<file path="src/dual_timer_defines.svh">
// offsets, fields, reset values, clock selects and mode codes of the dual timer
`ifndef DUAL_TIMER_DEFINES_SVH
`define DUAL_TIMER_DEFINES_SVH
`define OFF_CTRL0        8'h00
`define OFF_CMP0         8'h04
`define OFF_CTRL1        8'h08
`define OFF_CMP1         8'h0C
`define OFF_IRQ_STATUS   8'h10
`define OFF_IRQ_MASK     8'h14
`define OFF_COUNT        8'h18
`define OFF_SYS_MODE     8'h1C
`define CTRL_MODE_LSB    0
`define CTRL_RUN_BIT     3
`define CTRL_CLK_LSB     4
`define CTRL_FF_BIT      7
`define CTRL_RESET       8'h00
`define CMP_RESET        8'h00
`define CLKSEL_SLOW8     3'h0
`define CLKSEL_PIN       3'h7
`define MODE_TIMER_EVT   3'h0
`define MODE_DIVIDER     3'h1
`define MODE_CASCADE     3'h4
`endif

</file>
<file path="src/dual_timer_pkg.sv">
// types shared by the dual timer files
package dual_timer_pkg;
	typedef logic [2:0] mode_t;
	typedef logic [2:0] clksel_t;
endpackage : dual_timer_pkg

</file>
<file path="src/dual_timer.sv">
// two 8-bit timer/event/divider counters with an ahb-lite register slave
// What this block does
// - timer mode counts internal ticks, on match raises irq, clears, continues
// - event mode counts pin falling edges, match raises irq and clears
// - divider mode toggles flip-flop, clears, raises irq on each match
// - divider output pin always drives inverse of the flip-flop
// - flip-flop loads the written control bit only while the counter is already stopped, reset clears it
// - stopped divider keeps its pin level until the control bit is rewritten
// - clearing bit 7 while stopped drives pin high; clearing bit 3 stops
// - compare value is not buffered, a write takes effect at once
// - counters cascade to 16 bits, lower clock select drives the pair
// - mode code 000 is timer/event, 001 is divider output
`timescale 1ns/1ps
`include "dual_timer_defines.svh"
module dual_timer (
	// clock and reset
	input  wire logic         I_MCLK,
	input  wire logic         I_RST_N,
	// ahb-lite slave
	input  wire logic         I_HSEL,
	input  wire logic [7:0]   I_HADDR,
	input  wire logic [1:0]   I_HTRANS,
	input  wire logic         I_HWRITE,
	input  wire logic [2:0]   I_HSIZE,
	input  wire logic [31:0]  I_HWDATA,
	input  wire logic         I_HREADY,
	output logic [31:0]       O_HRDATA,
	output logic              O_HREADYOUT,
	output logic              O_HRESP,
	// count input pins
	input  wire logic [1:0]   I_COUNT_INPUT_PIN,
	// divider outputs and interrupt
	output logic [1:0]        O_DIVIDER_OUT_PIN,
	output logic              O_IRQ
);
	import dual_timer_pkg::*;

	// ==========================================================
	// state
	typedef struct packed {
		logic [1:0][7:0] ctrl;
		logic [1:0][7:0] cmp;
		logic [1:0][7:0] cnt;
		logic [1:0]      ff;
		logic [1:0]      irq_st;
		logic [1:0]      irq_mask;
		logic            slow;
		logic [1:0]      pin_s1;
		logic [1:0]      pin_s2;
		logic [1:0]      pin_s3;
		logic            ph_wr;
		logic            ph_rd;
		logic [7:0]      ph_addr;
		logic [31:0]     rdata;
		logic [1:0]      pin_out;
		logic            irq;
	} state_t;
	state_t st_reg;
	state_t st_next;

	logic [6:0] tick;
	logic [1:0] src_tick;
	logic [1:0] match;
	logic [1:0] fall;
	logic       addr_ok;
	logic [15:0] cnt16;
	logic [15:0] cmp16;
	logic       casc;

	tick_divider #(.W(12)) u_div (
		.i_clk   (I_MCLK),
		.i_rst_n (I_RST_N),
		.o_tick  (tick)
	);

	// ==========================================================
	// tick selection
	function automatic logic pick(input clksel_t sel, input logic is_slow,
			input logic [6:0] tk, input logic fl, input mode_t md);
		logic r;
		r = 1'b0;
		if (sel == `CLKSEL_PIN) begin
			r = fl;
		end else if (is_slow) begin
			// only slow tick in slow modes
			r = (sel == `CLKSEL_SLOW8) ? tk[4] : 1'b0;
		end else if (sel == `CLKSEL_SLOW8) begin
			r = tk[0];
		end else begin
			r = tk[sel];
		end
		if (md == `MODE_TIMER_EVT && is_slow && sel != `CLKSEL_PIN
				&& sel != `CLKSEL_SLOW8) begin
			r = 1'b0;
		end
		return r;
	endfunction : pick

	always_comb begin
		casc = st_reg.ctrl[1][`CTRL_MODE_LSB+2];
		fall = st_reg.pin_s3 & ~st_reg.pin_s2;
		cnt16 = {st_reg.cnt[1], st_reg.cnt[0]};
		cmp16 = {st_reg.cmp[1], st_reg.cmp[0]};
		for (int k = 0; k < 2; k++) begin
			src_tick[k] = st_reg.ctrl[k][`CTRL_RUN_BIT] &
				pick(st_reg.ctrl[k][`CTRL_CLK_LSB +: 3], st_reg.slow, tick,
				fall[k], st_reg.ctrl[k][2:0]);
		end
		// cascade: lower select drives the pair, start from upper
		if (casc) begin
			src_tick[0] = st_reg.ctrl[1][`CTRL_RUN_BIT] &
				pick(st_reg.ctrl[0][`CTRL_CLK_LSB +: 3], st_reg.slow, tick,
				fall[0], `MODE_TIMER_EVT);
			src_tick[1] = 1'b0;
			// tick that brings the count onto the compare value
			match = {src_tick[0] && (16'(cnt16 + 16'h0001) == cmp16), 1'b0};
		end else begin
			match[0] = src_tick[0] &&
				(8'(st_reg.cnt[0] + 8'h01) == st_reg.cmp[0]);
			match[1] = src_tick[1] &&
				(8'(st_reg.cnt[1] + 8'h01) == st_reg.cmp[1]);
		end
	end

	assign addr_ok = (st_reg.ph_addr <= `OFF_SYS_MODE) &&
		(st_reg.ph_addr[1:0] == 2'b00);

	// ==========================================================
	// next state
	always_comb begin
		st_next = st_reg;
		// two-stage sync then edge stage
		st_next.pin_s1 = I_COUNT_INPUT_PIN;
		st_next.pin_s2 = st_reg.pin_s1;
		st_next.pin_s3 = st_reg.pin_s2;
		for (int k = 0; k < 2; k++) begin
			if (!st_reg.ctrl[k][`CTRL_RUN_BIT] && !(casc && k == 0)) begin
				st_next.cnt[k] = 8'h00;          // stop clears
			end
		end
		if (casc) begin
			if (!st_reg.ctrl[1][`CTRL_RUN_BIT]) begin
				st_next.cnt[0] = 8'h00;
			end else if (match[1]) begin
				{st_next.cnt[1], st_next.cnt[0]} = 16'h0000;
			end else if (src_tick[0]) begin
				{st_next.cnt[1], st_next.cnt[0]} = cnt16 + 16'h0001;
			end
			if (match[1]) begin
				st_next.irq_st[1] = 1'b1;
			end
		end else begin
			for (int k = 0; k < 2; k++) begin
				if (match[k]) begin
					st_next.cnt[k] = 8'h00;
					st_next.irq_st[k] = 1'b1;
					if (st_reg.ctrl[k][2:0] == `MODE_DIVIDER) begin
						st_next.ff[k] = ~st_reg.ff[k];
					end
				end else if (src_tick[k]) begin
					st_next.cnt[k] = st_reg.cnt[k] + 8'h01;
				end
			end
		end
		// ahb address phase
		st_next.ph_wr = 1'b0;
		st_next.ph_rd = 1'b0;
		if (I_HSEL && I_HREADY && I_HTRANS[1]) begin
			st_next.ph_wr = I_HWRITE;
			st_next.ph_rd = !I_HWRITE;
			st_next.ph_addr = I_HADDR;
		end
		// ahb data phase write
		if (st_reg.ph_wr && addr_ok) begin
			unique case (st_reg.ph_addr)
				`OFF_CTRL0, `OFF_CTRL1: begin
					st_next.ctrl[st_reg.ph_addr[3]] = I_HWDATA[7:0];
					// flip-flop loads only while already stopped
					if (!st_reg.ctrl[st_reg.ph_addr[3]][`CTRL_RUN_BIT]) begin
						st_next.ff[st_reg.ph_addr[3]] = I_HWDATA[`CTRL_FF_BIT];
					end
				end
				`OFF_CMP0, `OFF_CMP1: begin
					st_next.cmp[st_reg.ph_addr[3]] = I_HWDATA[7:0];
				end
				`OFF_IRQ_STATUS: begin
					// set wins over clear
					st_next.irq_st = st_next.irq_st &
						~(I_HWDATA[1:0] & ~(match | {match[1], 1'b0}));
				end
				`OFF_IRQ_MASK: begin
					st_next.irq_mask = I_HWDATA[1:0];
				end
				`OFF_SYS_MODE: begin
					st_next.slow = I_HWDATA[0];
				end
				default: begin
				end
			endcase
		end
		// read data registered for the address phase
		st_next.rdata = 32'h0000_0000;
		if (I_HSEL && I_HREADY && I_HTRANS[1] && !I_HWRITE) begin
			unique case (I_HADDR)
				`OFF_CTRL0:      st_next.rdata[7:0] = st_reg.ctrl[0];
				`OFF_CMP0:       st_next.rdata[7:0] = st_reg.cmp[0];
				`OFF_CTRL1:      st_next.rdata[7:0] = st_reg.ctrl[1];
				`OFF_CMP1:       st_next.rdata[7:0] = st_reg.cmp[1];
				`OFF_IRQ_STATUS: st_next.rdata[1:0] = st_reg.irq_st;
				`OFF_IRQ_MASK:   st_next.rdata[1:0] = st_reg.irq_mask;
				`OFF_COUNT:      st_next.rdata[15:0] = cnt16;
				`OFF_SYS_MODE:   st_next.rdata[0] = st_reg.slow;
				default:         st_next.rdata = 32'h0000_0000;
			endcase
		end
		// pin is inverse of flip-flop, holds while stopped
		st_next.pin_out = ~st_next.ff;
		st_next.irq = |(st_next.irq_st & st_next.irq_mask);
	end

	// ==========================================================
	// registers
	always_ff @(posedge I_MCLK) begin
		if (!I_RST_N) begin
			st_reg <= '0;
			st_reg.pin_out <= 2'b11;
		end else begin
			st_reg <= st_next;
		end
	end

	assign O_HRDATA = st_reg.rdata;
	assign O_HREADYOUT = 1'b1;
	assign O_HRESP = 1'b0;
	assign O_DIVIDER_OUT_PIN = st_reg.pin_out;
	assign O_IRQ = st_reg.irq;

	// ==========================================================
	// checks
	a_pin_inverse: assert property (@(posedge I_MCLK) disable iff (!I_RST_N)
		O_DIVIDER_OUT_PIN == ~st_reg.ff)
		else $error("divider pin not inverse of flip-flop");
	a_match_clear: assert property (@(posedge I_MCLK) disable iff (!I_RST_N)
		match[0] && !casc |=> st_reg.cnt[0] == 8'h00 && st_reg.irq_st[0])
		else $error("match did not clear counter or set status");
	a_div_toggle: assert property (@(posedge I_MCLK) disable iff (!I_RST_N)
		match[1] && !casc && st_reg.ctrl[1][2:0] == `MODE_DIVIDER &&
		!st_reg.ph_wr |=> st_reg.ff[1] != $past(st_reg.ff[1]))
		else $error("divider flip-flop did not toggle");
	a_stop_hold: assert property (@(posedge I_MCLK) disable iff (!I_RST_N)
		!st_reg.ctrl[0][`CTRL_RUN_BIT] && !st_reg.ph_wr |=>
		$stable(O_DIVIDER_OUT_PIN[0]))
		else $error("stopped pin changed level");
	a_event_count: assert property (@(posedge I_MCLK) disable iff (!I_RST_N)
		!casc && st_reg.ctrl[0][`CTRL_RUN_BIT] && st_reg.ctrl[0][6:4] ==
		`CLKSEL_PIN && !fall[0] |=> $stable(st_reg.cnt[0]))
		else $error("event counter moved without an edge");
	a_stop_clear: assert property (@(posedge I_MCLK) disable iff (!I_RST_N)
		!st_reg.ctrl[1][`CTRL_RUN_BIT] ##1 !st_reg.ctrl[1][`CTRL_RUN_BIT]
		|-> st_reg.cnt[1] == 8'h00)
		else $error("stopped counter not cleared");
	a_slow_gate: assert property (@(posedge I_MCLK) disable iff (!I_RST_N)
		st_reg.slow && st_reg.ctrl[1][6:4] == 3'h1 && !casc
		|-> !src_tick[1])
		else $error("fast tick used in slow mode");
	a_irq_level: assert property (@(posedge I_MCLK) disable iff (!I_RST_N)
		O_IRQ == |(st_reg.irq_st & st_reg.irq_mask))
		else $error("interrupt output mismatch");
endmodule : dual_timer

</file>
<file path="src/tick_divider.sv">
// free-running prescaler that gives one-cycle ticks for each internal clock select
`timescale 1ns/1ps
module tick_divider #(
	parameter int W = 12
) (
	// clock and reset
	input  wire logic         i_clk,
	input  wire logic         i_rst_n,
	// tick outputs, one per internal select
	output logic [6:0]        o_tick
);
	import dual_timer_pkg::*;

	typedef struct packed {
		logic [W-1:0] cnt;
		logic [6:0]   tick;
	} state_t;
	state_t st_reg;
	state_t st_next;

	always_comb begin
		st_next = st_reg;
		st_next.cnt = st_reg.cnt + 1'b1;
		// 0:/2^11 1:/2^7 2:/2^5 3:/2^3 4:/2^8 (slow stand-in) 5:/2 6:/1
		st_next.tick[0] = &st_reg.cnt[10:0];
		st_next.tick[1] = &st_reg.cnt[6:0];
		st_next.tick[2] = &st_reg.cnt[4:0];
		st_next.tick[3] = &st_reg.cnt[2:0];
		st_next.tick[4] = &st_reg.cnt[7:0];
		st_next.tick[5] = st_reg.cnt[0];
		st_next.tick[6] = 1'b1;
	end

	always_ff @(posedge i_clk) begin
		if (!i_rst_n) begin
			st_reg <= '0;
		end else begin
			st_reg <= st_next;
		end
	end

	assign o_tick = st_reg.tick;
endmodule : tick_divider

</file>
<file path="config.mk">
export PLATFORM = sky130hd
export DESIGN_NAME = dual_timer
export DESIGN_NICKNAME = d
export VERILOG_FILES = /design/src/dual_timer_pkg.sv /design/src/dual_timer.sv /design/src/tick_divider.sv
export VERILOG_INCLUDE_DIRS = /design/src /design/src/src
export SDC_FILE = /design/constraint.sdc
export NUM_CORES = 1
export LEC_CHECK = 0
export ABC_AREA = 1
export BUFFER_PORTS_ARGS = -buffer_cell sky130_fd_sc_hd__buf_2
export CAP_MARGIN = 20
export CORE_MARGIN = 4
export CORE_UTILIZATION = 45
export DETAILED_ROUTE_END_ITERATION = 16
export HOLD_SLACK_MARGIN = 0.08
export PLACE_DENSITY_LB_ADDON = 0.1
export SLEW_MARGIN = 10
export SYNTH_ARGS = -nofsm -noshare
export SYNTH_HDL_FRONTEND = slang
export SYNTH_SLANG_ARGS = --single-unit
</file>
<file path="constraint.sdc">
create_clock -name I_MCLK -period 3.2 [get_ports I_MCLK]
set_input_delay 0 -clock I_MCLK [delete_from_list [all_inputs] [get_ports I_MCLK]]
set_output_delay 0 -clock I_MCLK [all_outputs]
set_load 0.02 [all_outputs]
</file>
==> metrics <==
register area share after synthesis 36.9%; gp weighted congestion 0.927; Core Box Area 12,600 µm²; H-tree depth 3; top cell type's share of synthesized area 36.9%; WL per Instance 15.1 µm; Starting Density 46.0%; Final min period 2.58 ns; Worst Path Required 3.43 ns; dpl cell area 5970 µm²; Crit-path slowest cell dfxtp_1; distinct cell type count after synthesis 45; CP arrival 2.81 ns; async set or reset register ratio after synthesis 0%; Sum Neg Setup Slack 0 ns; Global Route Usage Sum 22.3%; Worst-path clk slew 0.07 ns; DIE WIDTH 122 µm; post-CTS setup buffer count 0; first-pass GRT wire length 25.8 mm; Main synth FF type dfxtp_1; Reg area 2140 µm²; number of global-route vias before repair 5,135; Syn Inst Count 852; row count 41; Worst path most repeated cell nand2_1; I/O Pins 89; Rel. slew slack 40.8%; biggest area consumer among synthesized cells dfxtp_1; GR peak layer met2; Design Area, Final 6470 µm²; Synth Warn # 0; P per Cell Area 409 nW/µm²; CP peak stage delay 0.54 ns; Post-layout nets 946; syn_area_per_cell 6.81 µm²; max reg flops 33; via/cell ratio 5.21; worst skew pair latency 0.36 ns; antenna-violating nets left 0; Syn-to-layout area delta 11.5%; antenna violations before repair 0; GR Util met3 4.97%; max-slew violation count 0; Pleak 2.71 nW; largest net degree at the start of global routing 66; Commonest cells post-synth 170 x nand2_1, 108 x inv_1, 107 x dfxtp_1; Yosys reg bits 107; hpwl dp 12.2 mm; most common cell in the synthesized netlist nand2_1; outcome finished clean; drt total wl 16.1 mm; Starting DRT DRC Count 501; number of synthesized flops with an enable pin 0; Synth area leaders dfxtp_1 37%, nand2_1 11%, inv_1 7.0%, o21ai_0 6.0%, nor2_1 6.0%; max cap viols 0; grt met2 use 37.3%; CP Cell Sequence ha_1 > inv_1 > nor2_1 > nand2_1 > nand2_1 > nand2_1 > nand2_1 > nand3_1 > nor3_2 > nand3_2 > nand2_4 > nor2_4 > o211ai_4 > nor2_1; Pwr Total 2.65 mW; worst slew pin tran 0.882 ns; Diodes inserted 0; Die Y 122 µm; drt drc 0; Setup crit end kind register; final hold violations 0; Final Cycle Share 80.5%; CTS Sinks 107; Worst R2R Setup Slack 0.62 ns; fillers 1,305; grt met1 use 28.8%; CP Launch Type register; layout cells sized above 1 9.96%; worst clock skew 0.00733 ns; Crit Path Max Fanout 8; Die Footprint 14,800 µm²; max frequency 388 MHz; Peak VDD IR 0.406 mV; critical setup path kind register to register; post-synthesis cell area 5800 µm²; TritonCTS clock tree done; via count 5,559; Max clock buf depth 2; Worst Hold Class input pin to register; TritonCTS Buffers 9; CTS Root Cell clkbuf_16; RSZ-0062 raised after global routing no; Detailed Routing Iterations Pass 1 5; footprint of the multi-input gates 2940 µm²; GRT Residual Overflow 0; setup violators final 0; # port buffers 42
==> worst max-delay path, delay by kind of cell, from the launching register on <==
kind,cells,cell delay (ns)
AND/OR/NAND/NOR,11,1.23
flip-flops,1,0.54
AO/OA/AOI/OAI,1,0.32
adder cells (fa/ha/maj),1,0.29
buffers and inverters,1,0.05
==> final timing paths <==
check | start | end | depth (start not counted)
worst max-delay path | cnt16[8] | cnt16[7] | 14
worst min-delay path | I_HTRANS[1] | st_reg[44] | 3
worst max register to register | cnt16[8] | cnt16[7] | 14
worst min register to register | st_next[47] | st_next[45] | 2
==> metal layers <==
| layer | up-vias | routed length (µm) | share of wire (%) |
|---|---|---|---|
| li1 | 2810 | - | - |
| met1 | 2548 | 7130 | 44 |
| met2 | 182 | 7610 | 47 |
| met3 | 19 | 1140 | 7.1 |
| met4 | 0 | 247 | 1.5 |
| met5 | - | 0 | 0 |
==> through the flow <==
step | setup WS (ns) | hold slack [ns] | std cells | util [%]
2_1_floorplan | 1.19 | 0.0277 | 868 | -
3_3_place_gp | 0.688 | 0.188 | 1030 | 47.3
3_5_place_dp | 0.642 | 0.190 | 1030 | 47.3
4_1_cts | 0.633 | 0.211 | 1066 | 51.3
5_1_grt | 0.357 | 0.285 | 1066 | 51.3
6_report | 0.623 | 0.217 | 1066 | 51.3
==> final cells by class <==
class	instances	share of cell area, %
Clock buffer	12	3.81
Clock inverter	4	0.870
Inverter	112	6.50
Multi-Input combinational cell	592	45.5
Sequential cell	107	33.1
Tap cell	172	3.32
Timing Repair Buffer	67	6.92
==> where the power goes <==
| part | internal (mW) | switching, mW |
|---|---|---|
| combinational | 0.0488 | 0.0949 |
| clock | 0.636 | 0.508 |
| sequential | 1.35 | 0.0113 |
| total | 2.03 | 0.614 |
==> logic make-up after synthesis <==
group | synth area share [%]
xor gates and xnor gates | 2.35
AOI/OAI and AO/OA | 16.8
DFF | 36.9
buffers and inverters | 13.4
adders and majority gates | 1.08
other | 0.129
and+or+nand+nor | 29.3
==> placed cells by master, fill, tap and decap left out, types with 3 or more instances in the layout <==
cell type,Yosys,routed
nor3_1,14,14
a211oi_1,3,3
or2_2,3,3
xor2_1,11,11
o2111ai_1,5,5
nor2_1,92,92
a21oi_1,67,67
buf_4,37,5
inv_1,108,108
nand3_1,53,53
clkbuf_16,0,9
nor3b_1,3,3
nand3_2,4,4
dlygate4sd3_1,0,20
o21ai_0,70,70
o22ai_1,14,14
conb_1,2,18
dfxtp_1,107,107
nand4_1,16,16
nand2_2,7,7
nand3b_1,4,4
buf_2,2,42
nor2_4,4,4
ha_1,5,5
nand2_1,170,170
a31oi_1,7,7
==> timing repair <==
action | 4_1_cts | 5_1_grt
hold endpoints to repair | 48 | 0
gates resized for setup | 0 | 0
hold buffers | 20 | 0
setup endpoints to repair | 0 | 0
Note: power is estimated with default switching activity, not from simulation.
